$ cat src/reset_strap_pkg.sv
// Constants, register map and state encoding of the reset controller.
// Assumes a single 25 MHz clock domain and a 32-bit AXI4-Lite register bus.
package reset_strap_pkg;

   // ****************************************************************
   // Sequence timing in clock cycles
   // ****************************************************************
   localparam int CNT_W = 10;
   localparam logic [CNT_W-1:0] DRIVE_CYCLES = 10'h200;
   localparam logic [CNT_W-1:0] RELEASE_CYCLES = 10'h00a;
   localparam logic [CNT_W-1:0] MODULE_HOLD_CYCLES = 10'h004;

   // ****************************************************************
   // Strap pin positions on the sampled data bus
   // ****************************************************************
   localparam int STRAP_W = 12;
   localparam int STRAP_BOOT_WIDTH = 0;
   localparam int STRAP_CS_LO = 1;
   localparam int STRAP_CS_HI = 7;
   localparam int STRAP_PORT_E = 8;
   localparam int STRAP_PORT_F = 9;
   localparam int STRAP_TEST = 11;
   localparam int PORT_W = 8;
   localparam int PERIPH_DIR_W = 16;

   // ****************************************************************
   // Register map, byte addresses
   // ****************************************************************
   localparam logic [7:0] ADDR_CONTROL = 8'h00;
   localparam logic [7:0] ADDR_STATUS = 8'h04;
   localparam logic [7:0] ADDR_PORT_E_ASSIGN = 8'h08;
   localparam logic [7:0] ADDR_PORT_F_ASSIGN = 8'h0c;
   localparam logic [7:0] ADDR_PERIPH_DIR = 8'h10;
   localparam logic [7:0] ADDR_CONFIG = 8'h14;
   localparam int CTRL_SW_RESET = 0;
   localparam logic [1:0] RESP_OKAY = 2'h0;
   localparam logic [1:0] RESP_SLVERR = 2'h2;
   localparam logic [PERIPH_DIR_W-1:0] PERIPH_DIR_RESET = 16'h0000;

   // ****************************************************************
   // Reset sequencer states, Gray coded from ST_RUN through ST_EXT_WAIT, ST_DRIVE and ST_RELEASE to ST_MODULE_HOLD
   // ****************************************************************
   typedef enum logic [2:0] {
      ST_RUN = 3'h0,
      ST_EXT_WAIT = 3'h1,
      ST_DRIVE = 3'h3,
      ST_RELEASE = 3'h2,
      ST_MODULE_HOLD = 3'h6,
      ST_INT_HOLD = 3'h7,
      ST_POWER_ON = 3'h4
   } reset_state_e;

endpackage

$ cat src/cycle_counter.sv
// Restartable up-counter that flags the last cycle of a programmed period.
// Assumes restart on every entry into a timed phase.
`timescale 1ns/1ps
module cycle_counter
   import reset_strap_pkg::*;
(
   input wire logic aclk,
   input wire logic aresetn,
   input wire logic restart,
   input wire logic [CNT_W-1:0] limit,
   output logic last
);

   logic [CNT_W-1:0] count;

   always_ff @(posedge aclk) begin
      if (!aresetn || restart) begin
         count <= '0;
      end else if (!last) begin
         count <= count + 10'h001;
      end
   end

   assign last = (count == limit - 10'h001);

endmodule // cycle_counter

$ cat src/reset_control_and_mode_strap.sv
// Reset sequencer with reset pin stretching, power-on lock wait and strap capture.
// Assumes all pin inputs synchronous to aclk and an external pull-up on the reset line.
//
// Contract
// - Reset is recognised only when the clock samples the reset pin low.
// - Ordinary resets wait for bus cycle end; catastrophic ones act at once.
// - Reset outranks everything; work in progress is dropped, not resumed.
// - Validate, assert controls, apply straps, then hand control to processor.
// - Straps sampled during reset; high gives default, low gives alternate function.
// - Decode boot width, chip select alternates, port E, port F, test mode.
// - Clock strap high selects synthesizer, low selects external clock input.
// - Breakpoint strap low enables background debug, high leaves it disabled.
// - Peripheral pins out of reset are inputs; pwm outputs discrete, receive kept.
// - During reset unit pins are disabled or inactive.
// - After external reset, drive pin low 512 cycles from its release.
// - Internal reset drives pin at least 512 cycles, longer while source holds.
// - After each drive, release pin 10 cycles then test; high starts processing.
// - Pin still low after release window means another drive and retest.
// - Power-on holds internal and external reset; pins initialised then.
// - With synthesizer, external reset holds until lock plus 512 cycles.
// - Internal reset held four cycles before other modules leave reset.
// - Port E strap loads all eight port E assignment bits.
// - Port F strap loads all eight port F assignment bits.
`timescale 1ns/1ps
module reset_control_and_mode_strap
   import reset_strap_pkg::*;
(
   input wire logic aclk,
   input wire logic aresetn,
   // AXI4-Lite slave
   input wire logic [7:0] s_axi_awaddr,
   input wire logic s_axi_awvalid,
   output logic s_axi_awready,
   input wire logic [31:0] s_axi_wdata,
   input wire logic [3:0] s_axi_wstrb,
   input wire logic s_axi_wvalid,
   output logic s_axi_wready,
   output logic [1:0] s_axi_bresp,
   output logic s_axi_bvalid,
   input wire logic s_axi_bready,
   input wire logic [7:0] s_axi_araddr,
   input wire logic s_axi_arvalid,
   output logic s_axi_arready,
   output logic [31:0] s_axi_rdata,
   output logic [1:0] s_axi_rresp,
   output logic s_axi_rvalid,
   input wire logic s_axi_rready,
   // Open-drain reset pin
   input wire logic reset_pin_in,
   output logic reset_pin_out,
   output logic reset_pin_oe_n,
   // Reset sources and system status
   input wire logic bus_cycle_end,
   input wire logic internal_reset_req,
   input wire logic async_reset_req,
   input wire logic pll_lock,
   // Strap pins
   input wire logic [STRAP_W-1:0] data_strap,
   input wire logic clock_source_strap,
   input wire logic breakpoint_strap,
   // Reset outputs
   output logic intermodule_bus_reset_n,
   output logic cpu_reset_n,
   output logic reset_exception_start,
   output logic sim_pins_oe_n,
   // Configuration outputs
   output logic boot_chip_select_8bit,
   output logic [STRAP_CS_HI-STRAP_CS_LO:0] cs_alternate_select,
   output logic [PORT_W-1:0] port_e_assignment_bits,
   output logic [PORT_W-1:0] port_f_assignment_bits,
   output logic test_mode_enable,
   output logic external_clock_select,
   output logic background_debug_enable,
   output logic [PERIPH_DIR_W-1:0] periph_direction,
   output logic pwm_outputs_discrete,
   output logic serial_receive_enable
);

   // ****************************************************************
   // Declarations
   // ****************************************************************
   reset_state_e state, next_state;
   logic pending_ext, pending_int;
   logic sw_reset_pulse;
   logic [CNT_W-1:0] phase_limit;
   logic phase_last;
   logic phase_restart;
   logic drive_pin;
   logic in_reset;
   logic [STRAP_W-1:0] strap_latch;
   logic clock_latch, breakpoint_latch;
   logic [7:0] aw_addr;
   logic aw_held;
   logic [31:0] w_data;
   logic [3:0] w_strb;
   logic w_held;
   logic do_write;
   logic [31:0] read_word;
   logic read_ok;
   logic write_ok;

   // ****************************************************************
   // Pending ordinary resets
   // ****************************************************************
   // Pin seen only on clock edges: no clock, no reset
   always_ff @(posedge aclk) begin
      if (!aresetn) begin
         pending_ext <= 1'b0;
      end else if (state == ST_RUN && !reset_pin_in) begin
         pending_ext <= 1'b1;
      end else if (state != ST_RUN) begin
         pending_ext <= 1'b0;
      end
   end

   always_ff @(posedge aclk) begin
      if (!aresetn) begin
         pending_int <= 1'b0;
      end else if (state == ST_RUN && (internal_reset_req || sw_reset_pulse)) begin
         pending_int <= 1'b1;
      end else if (state != ST_RUN) begin
         pending_int <= 1'b0;
      end
   end

   // ****************************************************************
   // Sequencer
   // ****************************************************************
   always_ff @(posedge aclk) begin
      if (!aresetn) begin
         state <= ST_POWER_ON;
      end else begin
         state <= next_state;
      end
   end

   always_comb begin
      next_state = state;
      case (state)
         ST_POWER_ON: begin
            // Limp rate until lock; external clock skips it
            if (pll_lock || !clock_source_strap) begin
               next_state = ST_DRIVE;
            end
         end
         ST_RUN: begin
            // Let writes in flight finish
            if ((pending_ext || !reset_pin_in) && bus_cycle_end) begin
               next_state = ST_EXT_WAIT;
            end else if ((pending_int || internal_reset_req || sw_reset_pulse) && bus_cycle_end) begin
               next_state = ST_DRIVE;
            end
         end
         ST_EXT_WAIT: begin
            if (reset_pin_in) begin
               next_state = ST_DRIVE;
            end
         end
         ST_DRIVE: begin
            if (phase_last) begin
               if (internal_reset_req || async_reset_req) begin
                  next_state = ST_INT_HOLD;
               end else begin
                  next_state = ST_RELEASE;
               end
            end
         end
         ST_INT_HOLD: begin
            if (!internal_reset_req && !async_reset_req) begin
               next_state = ST_RELEASE;
            end
         end
         ST_RELEASE: begin
            if (phase_last) begin
               if (reset_pin_in) begin
                  next_state = ST_MODULE_HOLD;
               end else begin
                  next_state = ST_DRIVE;
               end
            end
         end
         ST_MODULE_HOLD: begin
            if (phase_last) begin
               next_state = ST_RUN;
            end
         end
         default: begin
            next_state = ST_POWER_ON;
         end
      endcase
      // Catastrophic reset acts on any edge
      if (async_reset_req && state != ST_DRIVE && state != ST_INT_HOLD && state != ST_POWER_ON) begin
         next_state = ST_DRIVE;
      end
   end

   // ****************************************************************
   // Phase timing
   // ****************************************************************
   always_comb begin
      case (state)
         ST_RELEASE: phase_limit = RELEASE_CYCLES;
         ST_MODULE_HOLD: phase_limit = MODULE_HOLD_CYCLES;
         default: phase_limit = DRIVE_CYCLES;
      endcase
   end

   assign phase_restart = (next_state != state);

   cycle_counter phase_counter (
      .aclk(aclk),
      .aresetn(aresetn),
      .restart(phase_restart),
      .limit(phase_limit),
      .last(phase_last)
   );

   // ****************************************************************
   // Reset pin and reset outputs
   // ****************************************************************
   // Registered so the line never glitches
   always_ff @(posedge aclk) begin
      if (!aresetn) begin
         drive_pin <= 1'b1;
      end else begin
         drive_pin <= (next_state == ST_POWER_ON || next_state == ST_DRIVE
                       || next_state == ST_INT_HOLD);
      end
   end

   assign reset_pin_out = 1'b0;
   assign reset_pin_oe_n = !drive_pin;
   assign in_reset = (next_state != ST_RUN);

   always_ff @(posedge aclk) begin
      if (!aresetn) begin
         intermodule_bus_reset_n <= 1'b0;
         cpu_reset_n <= 1'b0;
         sim_pins_oe_n <= 1'b1;
         reset_exception_start <= 1'b0;
      end else begin
         intermodule_bus_reset_n <= (next_state == ST_RUN);
         cpu_reset_n <= (next_state == ST_RUN);
         sim_pins_oe_n <= (next_state != ST_RUN);
         reset_exception_start <= (state == ST_MODULE_HOLD && next_state == ST_RUN);
      end
   end

   // ****************************************************************
   // Strap capture and decode
   // ****************************************************************
   // Captured where the release test passes
   always_ff @(posedge aclk) begin
      if (!aresetn) begin
         strap_latch <= '1;
         clock_latch <= 1'b1;
         breakpoint_latch <= 1'b1;
      end else if (state == ST_RELEASE && next_state == ST_MODULE_HOLD) begin
         strap_latch <= data_strap;
         clock_latch <= clock_source_strap;
         breakpoint_latch <= breakpoint_strap;
      end
   end

   always_ff @(posedge aclk) begin
      if (!aresetn) begin
         boot_chip_select_8bit <= 1'b0;
         cs_alternate_select <= '0;
         test_mode_enable <= 1'b0;
         external_clock_select <= 1'b0;
         background_debug_enable <= 1'b0;
      end else begin
         boot_chip_select_8bit <= !strap_latch[STRAP_BOOT_WIDTH];
         cs_alternate_select <= ~strap_latch[STRAP_CS_HI:STRAP_CS_LO];
         test_mode_enable <= !strap_latch[STRAP_TEST];
         external_clock_select <= !clock_latch;
         background_debug_enable <= !breakpoint_latch;
      end
   end

   // ****************************************************************
   // Register bus, write side
   // ****************************************************************
   assign s_axi_awready = !aw_held && !s_axi_bvalid;
   assign s_axi_wready = !w_held && !s_axi_bvalid;
   assign do_write = aw_held && w_held && !s_axi_bvalid;

   always_ff @(posedge aclk) begin
      if (!aresetn) begin
         aw_held <= 1'b0;
         aw_addr <= '0;
      end else if (s_axi_awvalid && s_axi_awready) begin
         aw_held <= 1'b1;
         aw_addr <= s_axi_awaddr;
      end else if (do_write) begin
         aw_held <= 1'b0;
      end
   end

   always_ff @(posedge aclk) begin
      if (!aresetn) begin
         w_held <= 1'b0;
         w_data <= '0;
         w_strb <= '0;
      end else if (s_axi_wvalid && s_axi_wready) begin
         w_held <= 1'b1;
         w_data <= s_axi_wdata;
         w_strb <= s_axi_wstrb;
      end else if (do_write) begin
         w_held <= 1'b0;
      end
   end

   always_comb begin
      case ({aw_addr[7:2], 2'h0})
         ADDR_CONTROL, ADDR_PORT_E_ASSIGN, ADDR_PORT_F_ASSIGN, ADDR_PERIPH_DIR: write_ok = 1'b1;
         ADDR_STATUS, ADDR_CONFIG: write_ok = 1'b1;
         default: write_ok = 1'b0;
      endcase
   end

   always_ff @(posedge aclk) begin
      if (!aresetn) begin
         s_axi_bvalid <= 1'b0;
         s_axi_bresp <= RESP_OKAY;
      end else if (do_write) begin
         s_axi_bvalid <= 1'b1;
         s_axi_bresp <= write_ok ? RESP_OKAY : RESP_SLVERR;
      end else if (s_axi_bready) begin
         s_axi_bvalid <= 1'b0;
      end
   end

   // Software reset: one-cycle internal source
   always_ff @(posedge aclk) begin
      if (!aresetn) begin
         sw_reset_pulse <= 1'b0;
      end else begin
         sw_reset_pulse <= do_write && ({aw_addr[7:2], 2'h0} == ADDR_CONTROL)
                           && w_strb[0] && w_data[CTRL_SW_RESET];
      end
   end

   // Loaded from straps, then software writable
   always_ff @(posedge aclk) begin
      if (!aresetn) begin
         port_e_assignment_bits <= '1;
      end else if (state == ST_RELEASE && next_state == ST_MODULE_HOLD) begin
         port_e_assignment_bits <= {PORT_W{data_strap[STRAP_PORT_E]}};
      end else if (do_write && ({aw_addr[7:2], 2'h0} == ADDR_PORT_E_ASSIGN) && w_strb[0]) begin
         port_e_assignment_bits <= w_data[PORT_W-1:0];
      end
   end

   always_ff @(posedge aclk) begin
      if (!aresetn) begin
         port_f_assignment_bits <= '1;
      end else if (state == ST_RELEASE && next_state == ST_MODULE_HOLD) begin
         port_f_assignment_bits <= {PORT_W{data_strap[STRAP_PORT_F]}};
      end else if (do_write && ({aw_addr[7:2], 2'h0} == ADDR_PORT_F_ASSIGN) && w_strb[0]) begin
         port_f_assignment_bits <= w_data[PORT_W-1:0];
      end
   end

   // Inputs from the reset edge on; writes then are dropped
   always_ff @(posedge aclk) begin
      if (!aresetn || in_reset) begin
         periph_direction <= PERIPH_DIR_RESET;
         pwm_outputs_discrete <= 1'b1;
         serial_receive_enable <= 1'b1;
      end else if (do_write && ({aw_addr[7:2], 2'h0} == ADDR_PERIPH_DIR)) begin
         if (w_strb[0]) begin
            periph_direction[7:0] <= w_data[7:0];
         end
         if (w_strb[1]) begin
            periph_direction[15:8] <= w_data[15:8];
         end
      end
   end

   // ****************************************************************
   // Register bus, read side
   // ****************************************************************
   assign s_axi_arready = !s_axi_rvalid;

   always_comb begin
      read_word = '0;
      read_ok = 1'b1;
      case ({s_axi_araddr[7:2], 2'h0})
         ADDR_CONTROL: read_word = '0;
         ADDR_STATUS: read_word = {26'h0, pll_lock, drive_pin, pending_ext | pending_int, state};
         ADDR_PORT_E_ASSIGN: read_word = {24'h0, port_e_assignment_bits};
         ADDR_PORT_F_ASSIGN: read_word = {24'h0, port_f_assignment_bits};
         ADDR_PERIPH_DIR: read_word = {16'h0, periph_direction};
         ADDR_CONFIG: read_word = {18'h0, breakpoint_latch, clock_latch, strap_latch};
         default: read_ok = 1'b0;
      endcase
   end

   always_ff @(posedge aclk) begin
      if (!aresetn) begin
         s_axi_rvalid <= 1'b0;
         s_axi_rdata <= '0;
         s_axi_rresp <= RESP_OKAY;
      end else if (s_axi_arvalid && s_axi_arready) begin
         s_axi_rvalid <= 1'b1;
         s_axi_rdata <= read_word;
         s_axi_rresp <= read_ok ? RESP_OKAY : RESP_SLVERR;
      end else if (s_axi_rready) begin
         s_axi_rvalid <= 1'b0;
      end
   end

endmodule // reset_control_and_mode_strap

$ cat config.mk
export PLATFORM = sky130hd
export DESIGN_NAME = reset_control_and_mode_strap
export DESIGN_NICKNAME = d
export VERILOG_FILES = /design/src/reset_strap_pkg.sv /design/src/cycle_counter.sv /design/src/reset_control_and_mode_strap.sv
export SDC_FILE = /design/constraint.sdc
export NUM_CORES = 1
export LEC_CHECK = 0
export ABC_CLOCK_PERIOD_IN_PS = 1800
export BUFFER_PORTS_ARGS = -buffer_cell sky130_fd_sc_hd__buf_2
export CORE_ASPECT_RATIO = 0.7
export CORE_MARGIN = 2
export CORE_UTILIZATION = 47
export DETAILED_ROUTE_END_ITERATION = 16
export GPL_TIMING_DRIVEN = 0
export PLACE_DENSITY = 0.87
export SETUP_SLACK_MARGIN = 0.4
export SKIP_CTS_REPAIR_TIMING = 1
export SYNTH_ARGS = -nofsm -noshare
export SYNTH_HDL_FRONTEND = slang
export SYNTH_SLANG_ARGS = --single-unit
$ cat constraint.sdc
create_clock -name aclk -period 1.8 [get_ports aclk]
set_input_delay 0.18 -clock aclk [delete_from_list [all_inputs] [get_ports aclk]]
set_output_delay 0.18 -clock aclk [all_outputs]
set_load 0.01 [all_outputs]
# Word-level counts from Yosys, hierarchy flattened
# Index checks and enable logic that the tools add are counted.
[classes] addsub=2 eq_ne=25 mux=32 n_bitwise=2 reduce_logical=67
[ops] op="$pmux 16 s5" n=1
[ops] op="$mux 3" n=11
[ops] op="$mux 8" n=4
[ops] op="$logic_and 1x1->1" n=25
[ops] op="$eq 6x2->1 const B" n=4
[ops] op="$eq 6x3->1 const B" n=4
[ops] op="$pmux 3 s7" n=1
[ops] op="$pmux 10 s2" n=1
[ops] op="$eq 3x3->1 const B" n=6
[ops] op="$reduce_bool 2->1" n=8
[ops] op="$logic_not 1->1" n=14
[ops] op="$eq 6x1->1 const B" n=2
[ops] op="$logic_not 6->1" n=2
[ops] op="$mux 1" n=12
[ops] op="$reduce_or 6->1" n=2
[ops] op="$add 10x1->10 const B" n=1
[ops] op="$eq 10x10->1" n=1
[ops] op="$logic_or 1x1->1" n=10
[ops] op="$sub 10x1->10 const B" n=1
[ops] op="$eq 3x2->1 const B" n=3
[ops] op="$not 7->7" n=1
[ops] op="$logic_not 3->1" n=2
[ops] op="$ne 3x3->1 const B" n=2
[ops] op="$reduce_bool 3->1" n=2
[ops] op="6 further kinds" n=8
[word_totals] ff_bits=143 elab_cells=159

# Logic depth before layout (Yosys ltp)
# Gate-level depths: netlist of run 1.
[depth] depth_word=10 depth_mapped=9

# Modules after synthesis
# Synthesis of run 1 repeated with hierarchy kept, for this count alone.
[hier_totals] cells_unflattened=620 hier_area_um2=5669.2
[by_module_without_submodules] module="reset_control_and_mode_strap" n_inst=1 cells_per_inst=522 area_per_inst_um2=4879.7
[by_module_without_submodules] module="cycle_counter" n_inst=1 cells_per_inst=98 area_per_inst_um2=789.5

# Least setup slack after synthesis of run 1
# No wires, ideal clock.
[synth_path] kind="reg-to-reg" start="register state[0]" end="register breakpoint_latch" setup_ns=0.137 arrival_time_ns=1.843 t_required_ns=1.663 path_slack_ns=-0.180 stages_incl_launch_ff=10 n_path_buf=3 period_less_slack_ns=1.980 path_cell_list="dfxtp_1 > buf_4 > nand3b_4 > mux2i_1 > a32oi_2 > or4_1 > buf_2 > buf_6 > nand2_1 > nand3_1"
[synth_via] elab_chain_cells=9 word_cells_on_any_way=28 classes_between="add/sub: 1; eq/ne: 11; mux: 11; reduce/logical: 5"
[synth_lines] item="from (decl)" line="reset_control_and_mode_strap.sv:82" source="reset_state_e state, next_state;"
[synth_lines] item="from (signal assigned)" line="reset_control_and_mode_strap.sv:133" source="state <= next_state;"
[synth_lines] item="$eq 3x3->1 or $eq 3x2->1 (tied branches)" line="reset_control_and_mode_strap.sv:139, reset_control_and_mode_strap.sv:201, reset_control_and_mode_strap.sv:258"
[synth_lines] item="$pmux 10 s2" line="reset_control_and_mode_strap.sv:201" source="case (state)"
[synth_lines] item="$sub 10x1->10" line="cycle_counter.sv:24" source="assign last = (count == limit - 10'h001);"
[synth_lines] item="$eq 10x10->1" line="cycle_counter.sv:24"
[synth_lines] item="$mux 3, on equally long branches" line="reset_control_and_mode_strap.sv:183, reset_control_and_mode_strap.sv:160, reset_control_and_mode_strap.sv:174"
[synth_lines] item="$pmux 3 s7" line="reset_control_and_mode_strap.sv:139" source="case (state)"
[synth_lines] item="$mux 3" line="reset_control_and_mode_strap.sv:192" source="if (async_reset_req && state != ST_DRIVE && state != ST_INT_HOLD && state != ST_POWER_ON) begin"
[synth_lines] item="$eq 3x3->1" line="reset_control_and_mode_strap.sv:258" source="end else if (state == ST_RELEASE && next_state == ST_MODULE_HOLD) begin"
[synth_lines] item="$logic_and 1x1->1 *" line="reset_control_and_mode_strap.sv:258"
[synth_lines] item="to (signal assigned)" line="reset_control_and_mode_strap.sv:261" source="breakpoint_latch <= breakpoint_strap;"
[synth_lines] item="to (decl)" line="reset_control_and_mode_strap.sv:91" source="logic clock_latch, breakpoint_latch;"
# Every way passes the cells marked *; elsewhere a longest branch is shown, timed or not.
# A chain may end at the register's enable or synchronous reset.

# Worst setup path in the final report of run 1
[layout_path] start="register state[0]" end="register strap_latch[2]"
[layout_via] elab_chain_cells=9 word_cells_on_any_way=28 classes_between="add/sub: 1; eq/ne: 11; mux: 11; reduce/logical: 5"
[layout_lines] item="$eq 3x3->1 or $eq 3x2->1 (tied branches)" line="reset_control_and_mode_strap.sv:139, reset_control_and_mode_strap.sv:201, reset_control_and_mode_strap.sv:258"
[layout_lines] item="$pmux 10 s2" line="reset_control_and_mode_strap.sv:201"
[layout_lines] item="$sub 10x1->10" line="cycle_counter.sv:24"
[layout_lines] item="$eq 10x10->1" line="cycle_counter.sv:24"
[layout_lines] item="$mux 3, on equally long branches" line="reset_control_and_mode_strap.sv:183, reset_control_and_mode_strap.sv:160, reset_control_and_mode_strap.sv:174"
[layout_lines] item="$pmux 3 s7" line="reset_control_and_mode_strap.sv:139"
[layout_lines] item="$mux 3" line="reset_control_and_mode_strap.sv:192"
[layout_lines] item="$eq 3x3->1" line="reset_control_and_mode_strap.sv:258"
[layout_lines] item="$logic_and 1x1->1 *" line="reset_control_and_mode_strap.sv:258"
[layout_lines] item="to (signal assigned)" line="reset_control_and_mode_strap.sv:259" source="strap_latch <= data_strap;"
[layout_lines] item="to (decl)" line="reset_control_and_mode_strap.sv:90" source="logic [STRAP_W-1:0] strap_latch;"
# Marks and branches as above.

==> qor.txt, run 1 <==
R2R depth: 9
Final worst-path setup slack: -0.379 ns
Crit Path Max Fanout: 8
Post-DP Area: 6740 µm²
Clock slew at reported path FFs: 0.06 ns
Power Dens Cells: 1020 nW/µm²
Cell variety after synth: 66
Io pins: 170
Switching Power: 2.19 mW
Routed via count: 5593
Finished Cell Area: 7690 µm²
Port Buffers: 125
Placed Cells: 935
Initial DRT Pass Iterations: 5
DP HPWL: 12.4 mm
Crit. End Element: flop
Post-synth ARST share: 0
CP arrival: 2.45 ns
Maximum clock path buffer count: 2
Tmin final: 2.18 ns
Final hold violations: 2
WP data required: 2.07 ns
Most frequent cells in the layout: 133 x buf_2, 121 x dfxtp_1, 79 x nand2_1
Worst Hold Path EP: strap_latch[1]
Worst Clk Skew: 0.00929 ns
Clock sinks: 123
Internal: 5.64 mW
Area grow syn2layout: 34.2%
Core area: 11800 µm²
Outcome: finished, violations left
Reg power frac: 0.372
Layout cells sized above 1: 0.335
Max Cap Viol: 0
Die width: 136 µm
Max stage delay cell, worst path: or4_4
Max VDD drop: 0.780 mV
First-pass GRT wire length: 26.5 mm
Min-delay src: data_strap[1]
CTS tree: built
GP Congestion: 0.961
Die height: 96.4 µm
GRT Util Overall: 0.268
Total power after layout: 7.83 mW
Worst setup SP type: flop
Vias in the first global route: 4950
Critical-path cell list: buf_6 -> nand3b_4 -> mux2i_4 -> a32oi_2 -> or4_4 -> buf_8 -> buf_4 -> nand2_2 -> nand3_1
Via density per instance: 5.66
Combinational fraction of design power: 0.177
Top_reg_cell synth: dfxtp_1
LEAKAGE: 3.47 nW
Antenna violations before repair: 0
Routed Antenna Nets: 0
RSZ-0062 raised after global routing: true
DRC: 0
Sw Share: 0.280
ANT cells: 0
Initial Utilization: 0.485
Reg2reg end: strap_latch[2]
Routed WL per cell: 18.0 µm
Area of the die: 13100 µm²
CP Class: reg -> reg
Syn avg cell area: 9.04 µm²
Synth Register Bits: 123
GR Overflow Total: 0
Failing checks: hold timing, setup timing
Sequential area share after synthesis: 0.430
Max-slew headroom: 0.582
Finished Layout Cells: 988
Worst slew pin tran: 0.627 ns
Number of cells on the worst hold path: 3
Min Hold Slack: -0.0258 ns
FF-to-FF Start: state[0]
Routed wire length: 17.8 mm
Htree depth: 4
Post-synth EDFFs: 0
Fmax: 459 MHz
Largest net degree at the start of global routing: 17
Iter 0 DRT Violations: 607
Syn. warnings: 0
Setup violators final: 61
Synthesized area: 5730 µm²
Crit share post-route: 1.21
Cts bufs inserted: 17
Clock share of power: 0.451
CP max stage delay: 0.59 ns
Setup slack, reg-to-reg: -0.38 ns
Final net count: 897
Floorplan row count: 33
Tightest Hold Check Type: in -> reg
Synth Instances: 634
Clock latency on the worst-skew pair: 0.42 ns
Slew Limit Fails: 0
Most common cell after layout, fill and taps aside: buf_2
Root buffer cell: clkbuf_16
## flip-flops by register name (all words and copies together), names as in the netlist, 2 cells and up
name	flops
strap_latch	12
port_f_assignment_bits	8
w_data	16
phase_counter.count	10
state	3
port_e_assignment_bits	8
s_axi_rdata	16
cs_alternate_select	7
periph_direction	16
w_strb	2
aw_addr	6
## layout make-up
| type | count | area, µm² |
|---|---|---|
| clock buffers | 18 | 439 |
| multi-input cells | 458 | 3130 |
| well taps | 157 | 196 |
| plain buffers | 65 | 462 |
| repair buffers | 145 | 806 |
| fillers | 933 | 4120 |
| clock inverters | 14 | 170 |
| inverters | 8 | 30.0 |
| flip-flops and latches | 123 | 2460 |
## Yosys cell counts, types with 3 or more instances
cell,n,area (µm²)
o31ai_1,3,22.5
nand3b_1,3,22.5
nor2b_1,39,244
nand2_1,85,319
buf_4,26,195
xor2_1,7,61.3
mux2_2,8,90.1
clkbuf_1,24,90.1
o31a_1,3,26.3
nor3_2,3,30.0
a21oi_1,20,100
nand4_1,3,18.8
o22ai_1,6,37.5
dfxtp_1,123,2460
o211a_1,9,90.1
nor2_1,29,109
nand3_1,19,95.1
and2_1,3,18.8
inv_1,7,26.3
o21ai_0,8,40.0
buf_2,11,55.1
nor4_1,19,119
a211oi_1,9,67.6
o21ai_1,18,90.1
o2111ai_1,4,35.0
o211ai_1,8,60.1
nor3_1,11,55.1
nand2b_1,3,18.8
mux2i_1,45,450
a21boi_0,24,180
and3_1,5,31.3
## worst max-delay path, delay by kind of cell, from the launching register on
family | cells | cell delay, ns
AOI/OAI and AO/OA | 1 | 0.14
muxes | 1 | 0.18
DFF | 1 | 0.31
and+or+nand+nor | 4 | 0.95
buffers and inverters | 3 | 0.44
## power by group through the flow
stage	clock (mW)	combinational, mW	sequential, mW
after floorplan	0	0.840	2.95
after global placement	0	1.14	2.96
after detailed placement	0	1.15	2.97
after CTS	3.54	1.17	2.91
after global routing	3.69	1.49	2.92
final	3.53	1.39	2.91
## per-stage QoR
step / util / setup slack, ns / setup TNS (ns)
finish: 0.652 / -0.379 / -18.98
global route: 0.652 / -0.464 / -23.98
CTS: 0.622 / -0.488 / -19.97
detailed placement: 0.571 / -0.484 / -19.00
global placement: 0.571 / -0.422 / -17.04
floorplan: - / -0.142 / -4.65
## routing by layer
layer	part of all wire	up-vias	GRT usage
met2	0.43	312	0.398
met1	0.43	2640	0.368
met5	0	-	0
met4	0.025	0	0.0981
met3	0.12	52	0.0819
li1	-	2589	-
## how the worst max path moves through the flow
stage,from,endpoint,cells past startpoint
2_1_floorplan,state[0],breakpoint_latch,9
6_report,state[0],strap_latch[2],9
3_3_place_gp,state[0],phase_counter.count[0],8
3_5_place_dp,aw_addr[5],port_e_assignment_bits[5],8
4_1_cts,aw_addr[5],port_e_assignment_bits[5],8
5_1_grt,state[1],port_e_assignment_bits[2],8
## cell families after synthesis
group | Yosys count | share of synthesized area
and+or+nand+nor | 244 | 0.226
AOI/OAI and AO/OA | 130 | 0.164
DFF | 123 | 0.430
buffers and inverters | 73 | 0.0699
muxes | 53 | 0.0943
xor gates and xnor gates | 8 | 0.0122
other | 2 | 0.00131
adders and majority gates | 1 | 0.00218
Power figures use the tool's default switching activity.
==> run 2: changes to the inputs <==
--- a/config.mk
+++ b/config.mk
@@ -8,11 +8,12 @@
 export ABC_CLOCK_PERIOD_IN_PS = 1800
 export BUFFER_PORTS_ARGS = -buffer_cell sky130_fd_sc_hd__buf_2
 export CORE_ASPECT_RATIO = 0.7
-export CORE_MARGIN = 2
+export CORE_MARGIN = 5
 export CORE_UTILIZATION = 47
 export DETAILED_ROUTE_END_ITERATION = 16
 export GPL_TIMING_DRIVEN = 0
 export PLACE_DENSITY = 0.87
+export RECOVER_POWER = 50
 export SETUP_SLACK_MARGIN = 0.4
 export SKIP_CTS_REPAIR_TIMING = 1
 export SYNTH_ARGS = -nofsm -noshare
==> qor.txt, run 2 (same netlist as run 1, synthesis figures left out) <==
Max-slew headroom: 0.584 (+0.00234)
LEAKAGE: 3.50 nW (+0.86%)
First-pass GRT wire length: 26.7 mm (+0.52%)
Worst Clk Skew: 0.00932 ns (+0.0000304 ns)
Power Dens Cells: 999 nW/µm² (-1.9%)
Min-delay src: data_strap[2]
Routed WL per cell: 18.4 µm (+1.8%)
Crit. End Element: flop
Clock slew at reported path FFs: 0.05 ns (about the same)
Layout cells sized above 1: 0.344 (+0.00951)
Min Hold Slack: -0.0231 ns (+0.00265 ns)
Final net count: 906 (+1.0%)
Fmax: 447 MHz (-2.5%)
Number of fill cells: 918 (-1.6%)
Number of cells on the worst hold path: 3 (unchanged)
Reg2reg end: port_f_assignment_bits[6]
Worst setup SP type: flop
Crit Path Max Fanout: 8 (unchanged)
WP data required: 2.07 ns (about the same)
Failing checks: hold timing, setup timing
Antenna violations before repair: 0 (unchanged)
Finished Cell Area: 7730 µm² (+0.44%)
Combinational fraction of design power: 0.190 (+0.013)
Internal: 5.57 mW (-1.3%)
Sw Share: 0.278 (-0.00147)
Floorplan row count: 33 (unchanged)
Maximum clock path buffer count: 2 (unchanged)
Reg power frac: 0.378 (+0.006)
GP Congestion: 0.946 (-1.6%)
CP Class: reg -> reg
Routed via count: 5582 (-0.20%)
Initial Utilization: 0.485 (unchanged)
Die width: 142 µm (+4.4%)
Iter 0 DRT Violations: 515 (-15%)
Max Cap Viol: 0 (unchanged)
Largest regs: periph_direction x16, s_axi_rdata x16, w_data x16
FF-to-FF Start: state[1]
Area of the die: 14500 µm² (+11%)
Worst Hold Path EP: strap_latch[2]
Crit share post-route: 1.24 (+0.0315)
Routed wire length: 18.3 mm (+2.7%)
Tightest Hold Check Type: in -> reg
R2R depth: 8 (-1)
Area grow syn2layout: 34.8%
Root buffer cell: clkbuf_16
Cts bufs inserted: 17 (unchanged)
Setup violators final: 62 (+1.6%)
Htree depth: 4 (unchanged)
Worst setup path startpoint: state[1]
Via density per instance: 5.60 (-1.1%)
Clock latency on the worst-skew pair: 0.42 ns (about the same)
Worst slew pin tran: 0.617 ns (-0.0100 ns)
Io pins: 170 (unchanged)
Tmin final: 2.24 ns (+0.0566 ns)
DP HPWL: 12.9 mm (+4.1%)
Post-DP Area: 6740 µm² (unchanged)
Outcome: finished, violations left
Initial DRT Pass Iterations: 5 (unchanged)
Core area: 11800 µm² (unchanged)
Most frequent cells in the layout: 134 x buf_2, 121 x dfxtp_1, 83 x nand2_1
Switching Power: 2.15 mW (-2.0%)
DRC: 0 (unchanged)
GRT Util Overall: 0.237 (-0.0308)
Max VDD drop: 0.755 mV (-3.2%)
CTS tree: built
Clock sinks: 123 (unchanged)
Utilization after layout: 0.654 (+0.00286)
CP arrival: 2.50 ns (+0.05 ns)
Port Buffers: 125 (unchanged)
Most common cell after layout, fill and taps aside: buf_2
Routed Antenna Nets: 0 (unchanged)
GR Overflow Total: 0 (unchanged)
Clock share of power: 0.432 (-0.019)
Setup slack, reg-to-reg: -0.44 ns (-0.06 ns)
Largest net degree at the start of global routing: 17 (unchanged)
Final worst-path setup slack: -0.435 ns (-0.0566 ns)
ANT cells: 0 (unchanged)
Final hold violations: 3 (+1)
Slew Limit Fails: 0 (unchanged)
RSZ-0062 raised after global routing: true
Vias in the first global route: 5048 (+2.0%)
Die height: 102 µm (+6.2%)
==> run 2: cell types whose count changed in the layout (fill, tap and decap cells not counted), sizes merged, moves of 2 or more <==
cell,change
buf,+10
inv,-2
dlygate4sd3,-2
clkbuf,+3
==> run 2: power groups by stage <==
stage | clock network (mW) | registers (mW) | logic [mW]
floorplan | 0 | 2.95 | 0.840
global placement | 0 | 2.96 | 1.15
detailed placement | 0 | 2.96 | 1.16
CTS | 3.35 | 2.91 | 1.16
global route | 3.49 | 2.93 | 1.56
finish | 3.34 | 2.91 | 1.47
==> run 2: worst max-delay path: stages, from the launching register on <==
cell	delay (ns)
dfxtp_2	0.34
buf_6	0.13
nor2b_4	0.26
and3_4	0.24
o21ai_4	0.08
or4_4	0.51
buf_8	0.15
nor2_4	0.26
o21ai_1	0.11
==> run 2: through the flow <==
stage	power (mW)	setup TNS (ns)	cells	setup WS (ns)
global route	7.98	-21.93	997	-0.446
finish	7.72	-18.64	997	-0.435
floorplan	3.79	-4.65	653	-0.142
global placement	4.11	-17.94	935	-0.449
detailed placement	4.12	-19.22	935	-0.484
CTS	7.42	-19.90	967	-0.480
==> run 2: area by class of cell <==
cell class | count | area, µm² | share of cell area
plain buffers | 65 | 462 | 0.0597
clock buffers | 21 | 460 | 0.0596
flip-flops and latches | 123 | 2460 | 0.319
well taps | 157 | 196 | 0.0254
repair buffers | 153 | 841 | 0.109
clock inverters | 11 | 120 | 0.0155
multi-input cells | 459 | 3150 | 0.408
inverters | 8 | 30.0 | 0.00389
==> run 2: routing by layer <==
metal | share of wire | vias up | global-route usage | wire (µm)
met1 | 0.42 | 2575 | 0.331 | 7720
met3 | 0.13 | 37 | 0.0814 | 2450
met2 | 0.42 | 358 | 0.340 | 7730
met5 | 0 | - | 0 | 0
met4 | 0.022 | 0 | 0.0855 | 402
li1 | - | 2612 | - | -
==> run 2: worst max path at each step <==
stage                           endpoint  cells past startpoint  slack [ns]
2_1_floorplan           breakpoint_latch                      9       -0.14
3_3_place_gp      phase_counter.count[0]                      8       -0.45
3_5_place_dp      phase_counter.count[3]                      7       -0.48
4_1_cts                 breakpoint_latch                      8       -0.48
5_1_grt              periph_direction[6]                      8       -0.45
6_report       port_f_assignment_bits[6]                      8       -0.44
==> run 3: changes to the inputs <==
--- a/config.mk
+++ b/config.mk
@@ -8,7 +8,6 @@
 export ABC_CLOCK_PERIOD_IN_PS = 1800
 export BUFFER_PORTS_ARGS = -buffer_cell sky130_fd_sc_hd__buf_2
 export CORE_ASPECT_RATIO = 0.7
-export CORE_MARGIN = 5
 export CORE_UTILIZATION = 47
 export DETAILED_ROUTE_END_ITERATION = 16
 export GPL_TIMING_DRIVEN = 0
==> qor.txt, run 3 (same netlist as run 1, synthesis figures left out) <==
Crit Path Max Fanout: 8 (unchanged)
Min Hold Slack: -0.0275 ns (-0.00436 ns)
Number of fill cells: 909 (-0.98%)
Htree depth: 4 (unchanged)
Worst Clk Skew: 0.00852 ns (-0.000792 ns)
Maximum clock path buffer count: 2 (unchanged)
Worst slew pin tran: 0.658 ns (+0.0409 ns)
First-pass GRT wire length: 26.0 mm (-2.5%)
Initial Utilization: 0.485 (unchanged)
Setup violators final: 61 (-1.6%)
Combinational fraction of design power: 0.201 (+0.011)
Via density per instance: 5.64 (+0.77%)
DP HPWL: 12.2 mm (-5.0%)
Io pins: 170 (unchanged)
Clock slew at reported path FFs: 0.06 ns (about the same)
CTS tree: built
Max VDD drop: 0.770 mV (+1.9%)
Max Cap Viol: 0 (unchanged)
Vias in the first global route: 4867 (-3.6%)
Area of the die: 12600 µm² (-13%)
Crit share post-route: 1.25 (+0.00442)
Core area: 11800 µm² (unchanged)
Layout cells sized above 1: 0.367 (+0.0229)
Most frequent cells in the layout: 132 x buf_2, 120 x dfxtp_1, 83 x nand2_1
Area grow syn2layout: 38.7%
Most common cell after layout, fill and taps aside: buf_2
Largest net degree at the start of global routing: 17 (unchanged)
Crit. End Element: flop
Antenna violations before repair: 0 (unchanged)
Routed wire length: 18.6 mm (+1.5%)
Routed Antenna Nets: 0 (unchanged)
Final net count: 909 (+0.33%)
Power Dens Cells: 994 nW/µm² (-0.48%)
Switching Power: 2.25 mW (+4.5%)
Iter 0 DRT Violations: 490 (-4.9%)
Clock share of power: 0.430 (-0.002)
Utilization after layout: 0.673 (+0.0189)
Worst setup SP type: flop
Total power after layout: 7.90 mW (+2.4%)
Outcome: finished, violations left
Die width: 134 µm (-5.6%)
RSZ-0062 raised after global routing: true
Root buffer cell: clkbuf_16
Failing checks: hold timing, setup timing
Cts bufs inserted: 17 (unchanged)
Final worst-path setup slack: -0.443 ns (-0.00796 ns)
Initial DRT Pass Iterations: 5 (unchanged)
Floorplan row count: 33 (unchanged)
Largest regs: periph_direction x16, s_axi_rdata x16, w_data x16
Die height: 94.4 µm (-7.8%)
GP Congestion: 0.952 (+0.56%)
DRC: 0 (unchanged)
Final hold violations: 3 (unchanged)
GRT Util Overall: 0.273 (+0.0359)
Routed via count: 5642 (+1.1%)
CP Class: reg -> reg
Slew Limit Fails: 0 (unchanged)
Fmax: 446 MHz (-0.35%)
Routed WL per cell: 18.6 µm (+1.2%)
Clock latency on the worst-skew pair: 0.42 ns (about the same)
Internal: 5.66 mW (+1.6%)
GR Overflow Total: 0 (unchanged)
Port Buffers: 125 (unchanged)
Tightest Hold Check Type: in -> reg
LEAKAGE: 3.54 nW (+1.1%)
Max-slew headroom: 0.557 (-0.0276)
Sw Share: 0.284 (+0.00573)
Clock sinks: 123 (unchanged)
WP data required: 2.07 ns (about the same)
CP arrival: 2.51 ns (about the same)
Reg power frac: 0.369 (-0.009)
Tmin final: 2.24 ns (+0.00796 ns)
## run 3: worst paths after layout
kind             startpoint                        end  cells after the start  slack, ns
max                state[1]  port_f_assignment_bits[0]                      9      -0.44
min           data_strap[0]             strap_latch[0]                      3      -0.03
max reg2reg        state[1]  port_f_assignment_bits[0]                      9      -0.44
min reg2reg  strap_latch[1]     cs_alternate_select[0]                      1       0.44
## run 3: power groups by stage
stage / logic, mW / clock network, mW / registers, mW
after detailed placement: 1.16 / 0 / 2.96
after global routing: 1.68 / 3.56 / 2.92
final: 1.59 / 3.40 / 2.92
after floorplan: 0.840 / 0 / 2.95
after CTS: 1.17 / 3.39 / 2.91
after global placement: 1.15 / 0 / 2.96
## run 3: critical path: stages, from the launching register on
cell and delay, ns:
dfxtp_2 0.33, buf_6 0.12, buf_4 0.12, nand3b_4 0.12, mux2i_4 0.21, a32oi_4 0.10, or4_4 0.57, buf_8 0.15
nor2_4 0.25, o21ai_1 0.11
## run 3: layer usage
layer,share of wire,GRT usage,vias up
li1,-,-,2607
met1,0.42,0.373,2681
met2,0.45,0.405,310
met3,0.11,0.0918,44
met4,0.022,0.0852,0
met5,0,0,-
## run 3: cell type report
type                       count  area [µm²]  area share
antenna                        1        2.50    0.000315
buffer                        65         459      0.0578
clock buffer                  21         470      0.0592
clock inverter                10         118      0.0148
inverter                       8        30.0     0.00378
multi-input combinational    457        3290       0.414
sequential                   123        2470       0.310
tap                          157         196      0.0247
timing repair buffer         158         918       0.116
## run 3: metrics by stage
step                setup slack [ns]  hold slack (ns)  instances  setup TNS (ns)  cell area, µm²
finish                        -0.443          -0.0275       1000          -21.64            7950
global route                  -0.496         -0.00496        999          -24.29            7950
CTS                           -0.482          -0.0363        966          -19.08            7330
detailed placement            -0.475            0.396        935          -17.81            6740
global placement              -0.477            0.390        935          -18.91            6740
floorplan                     -0.142            0.304        653           -4.65            5920
